===== src/hdl/usbfc_pkg.sv =====
// Shared constants and types of the endpoint FIFO control block and its link
package usbfc_pkg;

	// ********************************************************************
	// Link encodings
	// ********************************************************************
	typedef enum logic [1:0] {
		USBFC_PID_SETUP = 2'h0,
		USBFC_PID_OUT   = 2'h1,
		USBFC_PID_IN    = 2'h2,
		USBFC_PID_ACK   = 2'h3
	} usbfc_pid_t;

	typedef enum logic [1:0] {
		USBFC_HS_ACK  = 2'h0,
		USBFC_HS_NACK = 2'h1,
		USBFC_HS_DATA = 2'h2
	} usbfc_hs_t;

	localparam logic [1:0] USBFC_EP0 = 2'h0;
	localparam logic [1:0] USBFC_EP1 = 2'h1;
	localparam logic [1:0] USBFC_EP2 = 2'h2;
	localparam logic [1:0] USBFC_EP3 = 2'h3;

	// ********************************************************************
	// Packet sizes
	// ********************************************************************
	localparam logic [7:0] USBFC_EP0_MAX = 8'h08;
	localparam logic [7:0] USBFC_EP2_MAX = 8'h40;
	localparam logic [7:0] USBFC_EP3_MAX = 8'h08;
	localparam logic [7:0] USBFC_LEN_ZERO = 8'h00;
	localparam logic [7:0] USBFC_LEN_ONE  = 8'h01;

	// ********************************************************************
	// Register word addresses
	// ********************************************************************
	localparam logic [3:0] USBFC_A_TRIGGER   = 4'h0;
	localparam logic [3:0] USBFC_A_PRESENT   = 4'h1;
	localparam logic [3:0] USBFC_A_CLEAR     = 4'h2;
	localparam logic [3:0] USBFC_A_CIN_DATA  = 4'h3;
	localparam logic [3:0] USBFC_A_BIN_DATA  = 4'h4;
	localparam logic [3:0] USBFC_A_IIN_DATA  = 4'h5;
	localparam logic [3:0] USBFC_A_EVENTS    = 4'h6;
	localparam logic [3:0] USBFC_A_RX_SIZE   = 4'h7;

	// ********************************************************************
	// Bit positions (trigger, clear, present, events)
	// ********************************************************************
	localparam int USBFC_B_IIN_COMMIT = 6;
	localparam int USBFC_B_BOUT_DONE  = 5;
	localparam int USBFC_B_BIN_COMMIT = 4;
	localparam int USBFC_B_SETUP_DONE = 2;
	localparam int USBFC_B_COUT_DONE  = 1;
	localparam int USBFC_B_CIN_COMMIT = 0;
	localparam int USBFC_B_IIN_CLR    = 6;
	localparam int USBFC_B_BOUT_CLR   = 5;
	localparam int USBFC_B_BIN_CLR    = 4;
	localparam int USBFC_B_COUT_CLR   = 1;
	localparam int USBFC_B_CIN_CLR    = 0;
	localparam int USBFC_B_IIN_DP     = 5;
	localparam int USBFC_B_BIN_DP     = 4;
	localparam int USBFC_B_CIN_DP     = 0;
	localparam int USBFC_E_CIN_DONE   = 0;
	localparam int USBFC_E_SETUP      = 1;
	localparam int USBFC_E_COUT       = 2;
	localparam int USBFC_E_BOUT_FULL  = 3;
	localparam int USBFC_E_IIN_DONE   = 4;
	localparam int USBFC_E_BITS       = 5;
	localparam int USBFC_SZ_BOUT_LSB  = 8;

	localparam logic [31:0] USBFC_RD_ZERO = 32'h0000_0000;
	localparam logic [7:0]  USBFC_BYTE_ZERO = 8'h00;

endpackage : usbfc_pkg


===== src/hdl/usbfc_link_if.sv =====
// Transaction-level link between the function controller and the host
`timescale 1ns/10ps
interface usbfc_link_if;
	import usbfc_pkg::*;

	// Host to device token, one-cycle pulse
	logic       tok_valid;
	usbfc_pid_t tok_pid;
	logic [1:0] tok_ep;
	logic [7:0] tok_len;
	// Device to host handshake, one-cycle pulse
	logic       hs_valid;
	usbfc_hs_t  hs_code;
	logic [7:0] hs_len;

	modport dev (
		input  tok_valid,
		input  tok_pid,
		input  tok_ep,
		input  tok_len,
		output hs_valid,
		output hs_code,
		output hs_len
	);

	modport host (
		output tok_valid,
		output tok_pid,
		output tok_ep,
		output tok_len,
		input  hs_valid,
		input  hs_code,
		input  hs_len
	);
endinterface : usbfc_link_if


===== src/hdl/usbfc_dev.sv =====
// Device end: endpoint trigger, data-present and FIFO clear logic
//
// Chosen here: the Avalon-MM interface to the registers and the register addresses.
`timescale 1ns/10ps
// Functional notes
// Trigger bits are write-only one-shot pulses
// Bit 6 commits endpoint 3 packet
// Bit 5 frees only the read half
// Bit 4 commits endpoint 2 packet
// Bit 2 releases control data stage
// Data stage NACKed until bit 2 written
// Bit 1 frees control-out FIFO for next
// Bit 0 commits control-in packet
// Software writes zero to reserved bits
// Present set on commit, cleared when sent
// Present bits 5,4,0; others read zero
// Clear bit discards that FIFO's data
// FIFO clear leaves event flags alone
// Software never clears during transfer
// Clear bit 6 resets endpoint 3 FIFO
// Clear bit 5 resets both endpoint 1 halves
// Clear bit 4 resets both endpoint 2 halves
// Clear bits 1,0 reset endpoint 0 FIFOs
// Host ACK on control-in sets done flag
// Endpoint 1 receive sets full, reports size
// Zero bits ignored, ones act independently
module usbfc_dev (
	input  wire logic        clk_sys,
	input  wire logic        rst_n,
	usbfc_link_if.dev        link,
	input  wire logic [3:0]  avs_address,
	input  wire logic        avs_read,
	input  wire logic        avs_write,
	input  wire logic [31:0] avs_writedata,
	output logic [31:0]      avs_readdata,
	output logic             avs_waitrequest
);
	import usbfc_pkg::*;

	logic        wait_reg, wr_ok, ack_in, tok_out, tok_in;
	logic        setup_lock_reg, await_reg, cout_full_reg, hs_valid_reg;
	logic        cin_pres, bin_pres, iin_pres, cin_rdy, bin_rdy, iin_rdy;
	logic        bout_wr_reg, bout_rd_reg;
	logic [1:0]  await_ep_reg, bout_full_reg;
	logic [7:0]  trig, clr, cout_len_reg, hs_len_reg;
	logic [7:0]  cin_len, bin_len, iin_len;
	logic [7:0]  bout_len_reg [2];
	logic [31:0] rdata_reg;
	logic [USBFC_E_BITS-1:0] ev_reg, ev_set, ev_clr;
	usbfc_hs_t   hs_code_reg;

	// Write decode helper for the write-only strobe registers and the event clear
	function automatic logic [7:0] strobe(input logic [3:0] a);
		strobe = (wr_ok && avs_address == a) ? avs_writedata[7:0] : 8'h00;
	endfunction : strobe

	// ********************************************************************
	// Avalon-MM slave: one wait cycle, then a single answer cycle
	// ********************************************************************
	assign avs_waitrequest = wait_reg;
	assign avs_readdata    = rdata_reg;
	assign wr_ok = avs_write && !wait_reg;
	// A process, so the strobes follow the bus and not only the args
	always_comb begin
		trig   = strobe(USBFC_A_TRIGGER);
		clr    = strobe(USBFC_A_CLEAR);
		ev_clr = USBFC_E_BITS'(strobe(USBFC_A_EVENTS));
	end

	always_ff @(posedge clk_sys or negedge rst_n) begin
		if (!rst_n) begin
			wait_reg <= 1'b1;
		end else begin
			wait_reg <= !(wait_reg && (avs_read || avs_write));
		end
	end

	// Read mux; write-only and unmapped words read zero
	always_ff @(posedge clk_sys or negedge rst_n) begin
		if (!rst_n) begin
			rdata_reg <= USBFC_RD_ZERO;
		end else if (avs_read && wait_reg) begin
			rdata_reg <= USBFC_RD_ZERO;
			unique case (avs_address)
				USBFC_A_PRESENT: begin
					rdata_reg[USBFC_B_IIN_DP] <= iin_pres;
					rdata_reg[USBFC_B_BIN_DP] <= bin_pres;
					rdata_reg[USBFC_B_CIN_DP] <= cin_pres;
				end
				USBFC_A_EVENTS: rdata_reg[USBFC_E_BITS-1:0] <= ev_reg;
				USBFC_A_RX_SIZE: begin
					rdata_reg[7:0] <= cout_len_reg;
					rdata_reg[USBFC_SZ_BOUT_LSB +: 8] <=
						bout_len_reg[bout_rd_reg];
				end
				default: ;
			endcase
		end
	end

	// ********************************************************************
	// Transmit buffers for endpoints 0 in, 2 and 3
	// ********************************************************************
	assign ack_in = link.tok_valid && link.tok_pid == USBFC_PID_ACK
		&& await_reg;

	usbfc_tx_buf #(.HALVES(1), .MAXLEN(USBFC_EP0_MAX)) u_cin (
		.clk_sys  (clk_sys),
		.rst_n    (rst_n),
		.byte_wr  (wr_ok && avs_address == USBFC_A_CIN_DATA),
		.commit   (trig[USBFC_B_CIN_COMMIT]),
		.clear    (clr[USBFC_B_CIN_CLR]),
		.sent_ack (ack_in && await_ep_reg == USBFC_EP0),
		.present  (cin_pres),
		.ready    (cin_rdy),
		.tx_len   (cin_len)
	);

	usbfc_tx_buf #(.HALVES(2), .MAXLEN(USBFC_EP2_MAX)) u_bin (
		.clk_sys  (clk_sys),
		.rst_n    (rst_n),
		.byte_wr  (wr_ok && avs_address == USBFC_A_BIN_DATA),
		.commit   (trig[USBFC_B_BIN_COMMIT]),
		.clear    (clr[USBFC_B_BIN_CLR]),
		.sent_ack (ack_in && await_ep_reg == USBFC_EP2),
		.present  (bin_pres),
		.ready    (bin_rdy),
		.tx_len   (bin_len)
	);

	usbfc_tx_buf #(.HALVES(1), .MAXLEN(USBFC_EP3_MAX)) u_iin (
		.clk_sys  (clk_sys),
		.rst_n    (rst_n),
		.byte_wr  (wr_ok && avs_address == USBFC_A_IIN_DATA),
		.commit   (trig[USBFC_B_IIN_COMMIT]),
		.clear    (clr[USBFC_B_IIN_CLR]),
		.sent_ack (ack_in && await_ep_reg == USBFC_EP3),
		.present  (iin_pres),
		.ready    (iin_rdy),
		.tx_len   (iin_len)
	);

	// ********************************************************************
	// Setup lock and pending IN acknowledge
	// ********************************************************************
	assign tok_out = link.tok_valid && link.tok_pid == USBFC_PID_OUT;
	assign tok_in  = link.tok_valid && link.tok_pid == USBFC_PID_IN;

	// A new setup relocks even if software releases in the same cycle
	always_ff @(posedge clk_sys or negedge rst_n) begin
		if (!rst_n) begin
			setup_lock_reg <= 1'b0;
		end else if (link.tok_valid && link.tok_pid == USBFC_PID_SETUP) begin
			setup_lock_reg <= 1'b1;
		end else if (trig[USBFC_B_SETUP_DONE]) begin
			setup_lock_reg <= 1'b0;
		end
	end

	always_ff @(posedge clk_sys or negedge rst_n) begin
		if (!rst_n) begin
			await_reg    <= 1'b0;
			await_ep_reg <= USBFC_EP0;
		end else if (link.tok_valid) begin
			await_reg    <= hs_data_ok(link.tok_ep) && tok_in;
			await_ep_reg <= link.tok_ep;
		end
	end

	// IN is served when the endpoint has a committed half to send and, on endpoint 0, the setup lock is released
	function automatic logic hs_data_ok(input logic [1:0] ep);
		unique case (ep)
			USBFC_EP0: hs_data_ok = cin_rdy && !setup_lock_reg;
			USBFC_EP2: hs_data_ok = bin_rdy;
			USBFC_EP3: hs_data_ok = iin_rdy;
			default:   hs_data_ok = 1'b0;
		endcase
	endfunction : hs_data_ok

	// ********************************************************************
	// Receive side: control-out single, bulk-out dual half
	// ********************************************************************
	always_ff @(posedge clk_sys or negedge rst_n) begin
		if (!rst_n) begin
			cout_full_reg <= 1'b0;
			cout_len_reg  <= USBFC_LEN_ZERO;
		end else if (clr[USBFC_B_COUT_CLR]) begin
			cout_full_reg <= 1'b0;
			cout_len_reg  <= USBFC_LEN_ZERO;
		end else if (ev_set[USBFC_E_COUT]) begin
			cout_full_reg <= 1'b1;
			cout_len_reg  <= link.tok_len;
		end else if (trig[USBFC_B_COUT_DONE]) begin
			cout_full_reg <= 1'b0;
		end
	end

	always_ff @(posedge clk_sys or negedge rst_n) begin
		if (!rst_n) begin
			bout_full_reg   <= 2'h0;
			bout_len_reg[0] <= USBFC_LEN_ZERO;
			bout_len_reg[1] <= USBFC_LEN_ZERO;
			bout_wr_reg     <= 1'b0;
			bout_rd_reg     <= 1'b0;
		end else if (clr[USBFC_B_BOUT_CLR]) begin
			bout_full_reg <= 2'h0;
			bout_wr_reg   <= 1'b0;
			bout_rd_reg   <= 1'b0;
		end else begin
			if (ev_set[USBFC_E_BOUT_FULL]) begin
				bout_full_reg[bout_wr_reg] <= 1'b1;
				bout_len_reg[bout_wr_reg]  <= link.tok_len;
				bout_wr_reg                <= ~bout_wr_reg;
			end
			// Only the half just read is released
			if (trig[USBFC_B_BOUT_DONE] && bout_full_reg[bout_rd_reg]) begin
				bout_full_reg[bout_rd_reg] <= 1'b0;
				bout_rd_reg                <= ~bout_rd_reg;
			end
		end
	end

	// ********************************************************************
	// Sticky event flags, write one to clear, set wins
	// ********************************************************************
	always_comb begin
		ev_set = '0;
		ev_set[USBFC_E_CIN_DONE] = ack_in && await_ep_reg == USBFC_EP0;
		ev_set[USBFC_E_IIN_DONE] = ack_in && await_ep_reg == USBFC_EP3;
		ev_set[USBFC_E_SETUP] = link.tok_valid
			&& link.tok_pid == USBFC_PID_SETUP;
		ev_set[USBFC_E_COUT] = tok_out && link.tok_ep == USBFC_EP0
			&& !setup_lock_reg && !cout_full_reg;
		ev_set[USBFC_E_BOUT_FULL] = tok_out && link.tok_ep == USBFC_EP1
			&& !bout_full_reg[bout_wr_reg];
	end

	// The clear register has no path here, so flags survive it
	always_ff @(posedge clk_sys or negedge rst_n) begin
		if (!rst_n) begin
			ev_reg <= '0;
		end else begin
			ev_reg <= ev_set | (ev_reg & ~ev_clr);
		end
	end

	// ********************************************************************
	// Handshake answer, registered, one cycle after the token
	// ********************************************************************
	assign link.hs_valid = hs_valid_reg;
	assign link.hs_code  = hs_code_reg;
	assign link.hs_len   = hs_len_reg;

	always_ff @(posedge clk_sys or negedge rst_n) begin
		if (!rst_n) begin
			hs_valid_reg <= 1'b0;
			hs_code_reg  <= USBFC_HS_NACK;
			hs_len_reg   <= USBFC_BYTE_ZERO;
		end else begin
			hs_valid_reg <= link.tok_valid && link.tok_pid != USBFC_PID_ACK;
			hs_len_reg   <= USBFC_BYTE_ZERO;
			hs_code_reg  <= USBFC_HS_NACK;
			if (link.tok_pid == USBFC_PID_SETUP) begin
				hs_code_reg <= USBFC_HS_ACK;
			end else if (tok_in && hs_data_ok(link.tok_ep)) begin
				hs_code_reg <= USBFC_HS_DATA;
				unique case (link.tok_ep)
					USBFC_EP0: hs_len_reg <= cin_len;
					USBFC_EP2: hs_len_reg <= bin_len;
					default:   hs_len_reg <= iin_len;
				endcase
			end else if (ev_set[USBFC_E_COUT] || ev_set[USBFC_E_BOUT_FULL]) begin
				hs_code_reg <= USBFC_HS_ACK;
			end
		end
	end
endmodule : usbfc_dev


===== src/hdl/usbfc_tx_buf.sv =====
// Transmit packet buffer bookkeeping, single or dual half
`timescale 1ns/10ps
module usbfc_tx_buf #(
	parameter int         HALVES = 1,
	parameter logic [7:0] MAXLEN = 8'h08
) (
	input  wire logic       clk_sys,
	input  wire logic       rst_n,
	input  wire logic       byte_wr,
	input  wire logic       commit,
	input  wire logic       clear,
	input  wire logic       sent_ack,
	output logic            present,
	output logic            ready,
	output logic [7:0]      tx_len
);
	import usbfc_pkg::*;

	logic [7:0] fill_reg;
	logic [1:0] valid_reg;
	logic [7:0] len_reg [2];
	logic       wr_sel_reg;
	logic       rd_sel_reg;
	logic       dual;

	assign dual    = (HALVES == 2);
	assign present = |valid_reg;
	assign ready   = valid_reg[rd_sel_reg];
	assign tx_len  = len_reg[rd_sel_reg];

	// ********************************************************************
	// Fill count of the half being written
	// ********************************************************************
	always_ff @(posedge clk_sys or negedge rst_n) begin
		if (!rst_n) begin
			fill_reg <= USBFC_LEN_ZERO;
		end else if (clear) begin
			fill_reg <= USBFC_LEN_ZERO;
		end else if (commit && !valid_reg[wr_sel_reg]) begin
			fill_reg <= USBFC_LEN_ZERO;
		end else if (byte_wr && fill_reg != MAXLEN) begin
			fill_reg <= fill_reg + USBFC_LEN_ONE;
		end
	end

	// Half flags; clear wipes both halves and both pointers
	always_ff @(posedge clk_sys or negedge rst_n) begin
		if (!rst_n) begin
			valid_reg  <= 2'h0;
			len_reg[0] <= USBFC_LEN_ZERO;
			len_reg[1] <= USBFC_LEN_ZERO;
			wr_sel_reg <= 1'b0;
			rd_sel_reg <= 1'b0;
		end else if (clear) begin
			valid_reg  <= 2'h0;
			wr_sel_reg <= 1'b0;
			rd_sel_reg <= 1'b0;
		end else begin
			// Commit fixes the written half and swaps when dual
			if (commit && !valid_reg[wr_sel_reg]) begin
				valid_reg[wr_sel_reg] <= 1'b1;
				len_reg[wr_sel_reg]   <= fill_reg;
				wr_sel_reg            <= dual ? ~wr_sel_reg : wr_sel_reg;
			end
			// Host ACK retires the half that was sent
			if (sent_ack && valid_reg[rd_sel_reg]) begin
				valid_reg[rd_sel_reg] <= 1'b0;
				rd_sel_reg            <= dual ? ~rd_sel_reg : rd_sel_reg;
			end
		end
	end
endmodule : usbfc_tx_buf


===== src/flat_wrapper.sv =====
// flat-port wrapper written by rule: the top's interface ports become plain ports
module usbfc_dev_flat import usbfc_pkg::*;
  (clk_sys, rst_n, avs_address, avs_read, avs_write, avs_writedata, avs_readdata, avs_waitrequest, link_tok_valid, link_tok_pid, link_tok_ep, link_tok_len, link_hs_valid, link_hs_code, link_hs_len);
  usbfc_link_if link_i ();
  input  wire logic clk_sys;
  input  wire logic rst_n;
  input  wire logic [3:0] avs_address;
  input  wire logic avs_read;
  input  wire logic avs_write;
  input  wire logic [31:0] avs_writedata;
  output logic [31:0] avs_readdata;
  output logic avs_waitrequest;
  input wire logic [$bits(link_i.tok_valid)-1:0] link_tok_valid;
  input wire logic [$bits(link_i.tok_pid)-1:0] link_tok_pid;
  input wire logic [$bits(link_i.tok_ep)-1:0] link_tok_ep;
  input wire logic [$bits(link_i.tok_len)-1:0] link_tok_len;
  output wire logic [$bits(link_i.hs_valid)-1:0] link_hs_valid;
  output wire logic [$bits(link_i.hs_code)-1:0] link_hs_code;
  output wire logic [$bits(link_i.hs_len)-1:0] link_hs_len;
  assign link_i.tok_valid = link_tok_valid;
  assign link_i.tok_pid = link_tok_pid;
  assign link_i.tok_ep = link_tok_ep;
  assign link_i.tok_len = link_tok_len;
  assign link_hs_valid = link_i.hs_valid;
  assign link_hs_code = link_i.hs_code;
  assign link_hs_len = link_i.hs_len;
  usbfc_dev u_core (.clk_sys(clk_sys), .rst_n(rst_n), .link(link_i), .avs_address(avs_address), .avs_read(avs_read), .avs_write(avs_write), .avs_writedata(avs_writedata), .avs_readdata(avs_readdata), .avs_waitrequest(avs_waitrequest));
endmodule

===== config.mk =====
export PLATFORM = sky130hd
export DESIGN_NAME = usbfc_dev_flat
export DESIGN_NICKNAME = d
export VERILOG_FILES = /design/src/hdl/usbfc_pkg.sv /design/src/hdl/usbfc_link_if.sv /design/src/hdl/usbfc_dev.sv /design/src/hdl/usbfc_tx_buf.sv /design/src/flat_wrapper.sv
export SDC_FILE = /design/constraint.sdc
export NUM_CORES = 1
export LEC_CHECK = 0
export BUFFER_PORTS_ARGS = -buffer_cell sky130_fd_sc_hd__buf_2
export CAP_MARGIN = 20
export CORE_MARGIN = 10
export CORE_UTILIZATION = 50
export DETAILED_ROUTE_END_ITERATION = 7
export PLACE_DENSITY = 0.72
export RECOVER_POWER = 25
export SYNTH_ARGS = -nofsm -noshare
export SYNTH_HDL_FRONTEND = slang
export SYNTH_SLANG_ARGS = --single-unit
export TNS_END_PERCENT = 50

===== constraint.sdc =====
create_clock -name clk_sys -period 2.5 [get_ports clk_sys]
set_input_delay 0.375 -clock clk_sys [delete_from_list [all_inputs] [get_ports clk_sys]]
set_output_delay 0.375 -clock clk_sys [all_outputs]
set_load 0.01 [all_outputs]

==> results of run 1 <==
[worst min path at each step]
stage	startpoint	to	slack, ns
6_report	avs_read	u_core.avs_waitrequest$_DFF_PN1_	0.14
5_1_grt	avs_read	u_core.avs_waitrequest$_DFF_PN1_	0.13
4_1_cts	avs_read	u_core.avs_waitrequest$_DFF_PN1_	0.12
3_5_place_dp	rst_n	u_core.await_reg$_DFFE_PN0P_	0.44
3_3_place_gp	rst_n	u_core.u_bin.fill_reg[6]$_DFFE_PN0P_	0.42
2_1_floorplan	rst_n	u_core.avs_readdata[0]$_DFFE_PN0P_	0.08
[cell usage after synthesis, drive strengths merged, types with 4 or more instances]
library cell	number	area share
dfrtp	126	0.52
nor2	61	0.038
mux2	46	0.085
nand2	41	0.025
mux2i	27	0.044
buf	25	0.026
o21ai	18	0.015
nand3	17	0.018
clkbuf	15	0.0093
a21oi	14	0.012
inv	14	0.0086
o31ai	13	0.016
xor2	12	0.017
a211oi	10	0.012
a22oi	9	0.011
nand4	9	0.0093
nor3	8	0.0084
and3	6	0.0062
ha	6	0.012
nand2b	6	0.0062
nor2b	5	0.0051
xnor2	5	0.0072
a22o	4	0.0058
and4	4	0.0058
nor4bb	4	0.0066
or3	4	0.0041
[power by group]
part           leakage (nW)  internal, mW  total (mW)  switching (mW)
Clock                 0.286          1.59        2.53           0.941
Combinational          1.38         0.266       0.592           0.325
Sequential             1.72          2.27        2.46           0.188
[final cells by class]
class | count | area, um^2
fillers | 1002 | 4850
inverters | 14 | 52.6
flip-flops and latches | 128 | 3210
clock inverters | 13 | 161
well taps | 147 | 184
clock buffers | 19 | 443
repair buffers | 71 | 389
multi-input cells | 384 | 2670
[through the flow]
stage	util	total power, mW	hold WS (ns)	instances	cell area, um^2
after detailed placement	0.545	3.09	0.435	743	6520
final	0.594	5.58	0.138	776	7110
after global routing	0.594	5.82	0.135	776	7110
after CTS	0.596	5.62	0.121	776	7130
after global placement	0.545	3.04	0.422	743	6520
after floorplan	-	2.86	0.0794	566	6130
[logic make-up (layout without fill, tap and decap cells)]
logic type | after synthesis | count (layout) | share of synthesized area
adders and majority gates | 6 | 6 | 0.0124
DFF | 128 | 128 | 0.527
AOI/OAI and AO/OA | 90 | 90 | 0.103
muxes | 73 | 73 | 0.130
xor gates and xnor gates | 17 | 17 | 0.0245
and+or+nand+nor | 182 | 182 | 0.158
other | 1 | 16 | 0.000617
buffers and inverters | 54 | 117 | 0.0441
[repair_timing]
| item | in CTS | in global routing |
|---|---|---|
| gates resized for setup | 0 | 0 |
| endpoints found under the hold margin | 33 | 0 |
| hold buffers | 1 | 0 |
[critical path: stages, from the launching register on]
cell,delay [ns]
sky130_fd_sc_hd__dfstp_1,0.43
sky130_fd_sc_hd__or4b_1,0.69
sky130_fd_sc_hd__a211oi_1,0.55
sky130_fd_sc_hd__mux2i_1,0.24
sky130_fd_sc_hd__nor2_1,0.05
[metal layers]
layer | vias up | share of wire | routed length, um
met2 | 126 | 0.48 | 6950
li1 | 2069 | - | -
met3 | 25 | 0.065 | 935
met4 | 0 | 0.018 | 260
met1 | 2219 | 0.44 | 6310
met5 | - | 0 | 0
==> impl_metrics.py, run 1 <==
metrics = {
    "run_status": {
        "outcome": "complete, no violations",
    },
    "yosys": {
        "syn_avg_cell_area_um2": 11.0,
        "synthesis.yosys.warnings": 0,
        "syn_inst": 551,
        "synth-seq-cells": 128,
        "ys.flop_type": "sky130_fd_sc_hd__dfrtp_1",
        "ys_async_sr_fraction": 1.00,
        "yosysSeqAreaShare": 0.527,
        "cell_variety_after_synth": 60,
        "edff_count_synth": 0,
        "synthesis.area_um2": 6080,
    },
    "die": {
        "core_um2": 12000,
        "io_pins": 97,
        "horizontal_die_dimension_um": 130,
        "fp.dieH_um": 130,
        "row_count": 40,
        "dieArea_um2": 17000,
        "starting_density": 0.508,
    },
    "cts": {
        "clock_tree.root_cell": "sky130_fd_sc_hd__clkbuf_16",
        "cts_max_level": 4,
        "numCtsBuffers": 17,
        "worst_setup_hold_path_clk_slew_ns": 0.06,
        "tritoncts": "done",
        "clk-insertion-delay-late_ns": 0.42,
        "max-clock-path-buffers": 2,
        "numClockSinks": 128,
        "cts.repair_timing.setup_buffer_count": 0,
    },
    "sta": {
        "post-route-period-util": 0.839,
        "final_setup_vio_count": 0,
        "achievable-frequency_mhz": 477,
        "timing_max_transition_violations_final": 0,
        "slew_headroom": 0.150,
        "final.setup_skew_ns": 0.0107,
        "finalSetupTns_ns": 0,
        "max_slew.worst_pin.slew_ns": 1.27,
        "layout_min_cycle_time_ns": 2.10,
        "timing.final.hold_violations": 0,
        "post-route-worst-setup-slack_ns": 0.403,
        "unrepaired_setup_endpoints_after_global_routing": "false",
    },
    "global_routing": {
        "globalRouteMet1Util": 0.232,
        "overflow": 0,
        "global_route.peak_usage_layer": "met2",
        "first_global_vias": 4631,
        "global_route.usage.total": 0.181,
        "grt_use_met3": 0.0479,
        "met2_use_gr": 0.287,
        "grt_start_max_net_pins": 56,
        "antenna_found_initial": 0,
        "grt_pass1_wl_mm": 23.7,
    },
    "place": {
        "io_buffers": 55,
        "pre_cts_slack_ns": 0.199,
        "globalplace.congestion": 0.818,
        "post-dp-hpwl_mm": 10.2,
    },
    "finish": {
        "drive_above_1_share": 0.229,
        "finish.net_count": 675,
        "layout.cells.most_common_list": "sky130_fd_sc_hd__dfrtp_1, sky130_fd_sc_hd__nor2_1, sky130_fd_sc_hd__mux2_2",
        "mostFrequentLayoutCell": "sky130_fd_sc_hd__dfrtp_1",
        "synth_to_final_area_change_pct": 17.0,
        "n_antenna_cell": 0,
    },
    "worst_setup_path": {
        "r2r.worst_path.cells": 4,
        "timing.rr.start": "u_core.avs_waitrequest$_DFF_PN1_",
        "critical_path.max_fanout": 7,
        "critical_path_required_ns": 2.78,
        "setup.reg_to_reg.worst_slack_ns": 0.40,
        "crit_arrival_ns": 2.38,
        "setup.worst_path.start_class": "flop",
        "critical_path_sink": "u_core.u_cin.fill_reg[1]$_DFFE_PN0P_",
        "crit_path_start": "u_core.avs_waitrequest$_DFF_PN1_",
        "end_kind": "flop",
        "timing_worst_setup_path_type": "flop to flop",
        "critical_path.reg2reg.endpoint": "u_core.u_cin.fill_reg[1]$_DFFE_PN0P_",
    },
    "detailed_routing": {
        "dr_total_vias": 4439,
        "detailedRoute.firstPassIterationCount": 5,
        "route.detailed.vias_per_inst": 5.72,
        "drt_wl_total_mm": 14.5,
        "route.detailed.wl_per_inst_um": 18.6,
        "initialDrtViolationCount": 354,
        "drcViolationCount": 0,
        "antenna_left": 0,
    },
    "pwr": {
        "worst_ir_drop_vdd_mv": 0.396,
        "p_leak_nw": 3.39,
        "power.density_cell_area_nw_per_um2": 785,
    },
    "run": {
        "max_cap_viol_count": 0,
    },
    "worst_hold_path": {
        "hold_class": "primary input to flop",
        "holdPathStages": 2,
    },
}
(Power assumes the default switching activity.)
==> run 2, diff against run 1 <==
- clock period: 2.5 -> 1.95 ns (I/O delays scaled with it)
==> run 2 against run 1 <==
Effect of this change:
- critical path type unchanged
- clock power increased by 18%
- first-iteration DRC count decreased by 7.6%
- register-to-register slack got worse by 0.33 ns
- via count increased by 1.8%
- wire length increased by 0.50%
- combinational power increased by 32%
- worst hold slack got worse by 0.092 ns
- total power increased by 24%
- fmax increased by 12%
- sequential power increased by 28%
- global-route usage about the same
- largest cell class unchanged
==> impl_metrics.py, run 2 (synthesis gave the netlist of run 1 again) <==
metrics = {
    "run": {
        "max_cap_viol_count": 0,
    },
    "cts": {
        "numClockSinks": 128,
        "worst_setup_hold_path_clk_slew_ns": 0.05,
        "max-clock-path-buffers": 2,
        "tritoncts": "done",
        "clk-insertion-delay-late_ns": 0.42,
        "numCtsBuffers": 17,
        "clock_tree.root_cell": "sky130_fd_sc_hd__clkbuf_16",
        "cts_max_level": 4,
    },
    "pwr": {
        "power.density_cell_area_nw_per_um2": 961,
        "share_seq_of_total_power": 0.456,
        "worst_ir_drop_vdd_mv": 0.614,
        "switching_share": 0.261,
        "pwr-share-clk": 0.432,
        "cell_internal_pwr_mw": 5.12,
        "power.share.combinational": 0.113,
        "p_leak_nw": 3.52,
        "power.net_switching_mw": 1.81,
    },
    "sta": {
        "post-route-period-util": 0.964,
        "final_setup_vio_count": 0,
        "timing.final.hold_violations": 0,
        "slew_headroom": 0.532,
        "unrepaired_setup_endpoints_after_global_routing": "true",
        "max_slew.worst_pin.slew_ns": 0.702,
        "timing_max_transition_violations_final": 0,
        "final.setup_skew_ns": 0.00831,
        "achievable-frequency_mhz": 532,
        "layout_min_cycle_time_ns": 1.88,
    },
    "global_routing": {
        "antenna_found_initial": 0,
        "overflow": 0,
        "grt_pass1_wl_mm": 23.6,
        "grt_start_max_net_pins": 47,
        "global_route.usage.total": 0.181,
        "first_global_vias": 4558,
    },
    "die": {
        "dieArea_um2": 17000,
        "row_count": 40,
        "starting_density": 0.508,
        "horizontal_die_dimension_um": 130,
        "core_um2": 12000,
        "fp.dieH_um": 130,
        "io_pins": 97,
    },
    "place": {
        "globalplace.congestion": 0.842,
        "io_buffers": 55,
        "post-place-cells": 760,
        "post-dp-hpwl_mm": 10.5,
    },
    "detailed_routing": {
        "detailedRoute.firstPassIterationCount": 7,
        "antenna_left": 0,
        "dr_total_vias": 4517,
        "route.detailed.vias_per_inst": 5.69,
        "drcViolationCount": 0,
        "route.detailed.wl_per_inst_um": 18.3,
        "initialDrtViolationCount": 327,
        "drt_wl_total_mm": 14.5,
    },
    "finish": {
        "fin_util": 0.603,
        "layout.cells.most_common_list": "sky130_fd_sc_hd__dfrtp_1, sky130_fd_sc_hd__nor2_1, sky130_fd_sc_hd__buf_2",
        "n_fill_cell": 972,
        "final_cells": 794,
        "finish.net_count": 693,
        "synth_to_final_area_change_pct": 18.7,
        "multi_input_comb_area_um2": 2680,
        "mostFrequentLayoutCell": "sky130_fd_sc_hd__dfrtp_1",
        "sequential_cell_area_um2": 3210,
        "drive_above_1_share": 0.274,
        "n_antenna_cell": 0,
    },
    "worst_setup_path": {
        "timing_worst_setup_path_type": "flop to flop",
        "end_kind": "flop",
        "critical_path.max_fanout": 8,
        "critical_path_required_ns": 2.25,
        "setup.reg_to_reg.worst_slack_ns": 0.07,
        "setup.worst_path.start_class": "flop",
        "crit_arrival_ns": 2.18,
    },
    "worst_hold_path": {
        "hold_class": "primary input to flop",
    },
    "run_status": {
        "outcome": "complete, no violations",
    },
}
[run 2: layout make-up]
type,count,area share
Clock buffer,23,0.0663
Clock inverter,9,0.0114
Inverter,14,0.00729
Multi-Input combinational cell,384,0.371
Sequential cell,128,0.444
Tap cell,147,0.0255
Timing Repair Buffer,89,0.0739
[run 2: worst max-delay path: stages, from the launching register on]
cell	delay, ns
sky130_fd_sc_hd__dfstp_2	0.59
sky130_fd_sc_hd__nor4b_2	0.06
sky130_fd_sc_hd__buf_4	0.16
sky130_fd_sc_hd__and3_1	0.21
sky130_fd_sc_hd__nor4_2	0.16
sky130_fd_sc_hd__buf_4	0.23
sky130_fd_sc_hd__mux2_2	0.35
[run 2: stage by stage]
stage | power [mW] | TNS, ns | hold WS (ns) | area (um^2) | worst slack [ns]
after floorplan | 3.67 | 0 | -0.00309 | 6130 | 0.0804
after global placement | 3.92 | -0.454 | 0.242 | 6660 | -0.0391
after detailed placement | 3.98 | -1.15 | 0.247 | 6660 | -0.0801
after CTS | 6.99 | 0 | 0.0351 | 7240 | 0.0381
after global routing | 7.24 | -0.00879 | 0.0372 | 7210 | -0.00368
final | 6.93 | 0 | 0.0462 | 7210 | 0.0697
[run 2: layer usage]
metal	share of wire	vias up	global-route usage
li1	-	2105	-
met1	0.42	2267	0.224
met2	0.49	126	0.291
met3	0.074	19	0.0609
met4	0.014	0	0.0582
met5	0	-	0
[run 2: what timing repair did]
action | CTS | global route
endpoints found under the setup margin | 16 | 20
pin swaps | 1 | 1
hold endpoints to repair | 22 | 0
setup buffers | 1 | 0
hold buffers | 1 | 0
gates resized for setup | 1 | 0
[run 2: power groups by stage]
stage               sequential, mW  clock, mW  combinational (mW)
floorplan                     3.12          0               0.549
global placement              3.17          0               0.751
detailed placement            3.19          0               0.790
CTS                           3.15       3.04               0.797
global route                  3.19       3.17               0.877
finish                        3.16       2.99               0.779
[run 2: worst paths after layout]
path,from,to,cells past startpoint
max,u_core.avs_waitrequest$_DFF_PN1_,u_core.bout_len_reg[5]$_DFFE_PN0P_,6
min,avs_read,u_core.avs_waitrequest$_DFF_PN1_,2
max reg2reg,u_core.avs_waitrequest$_DFF_PN1_,u_core.bout_len_reg[5]$_DFFE_PN0P_,6
min reg2reg,u_core.avs_readdata[9]$_DFFE_PN0P_,u_core.avs_readdata[9]$_DFFE_PN0P_,2
max in group asynchronous,rst_n,u_core.u_cin.fill_reg[5]$_DFFE_PN0P_,3
min in group asynchronous,rst_n,u_core.link.hs_valid$_DFF_PN0_,2
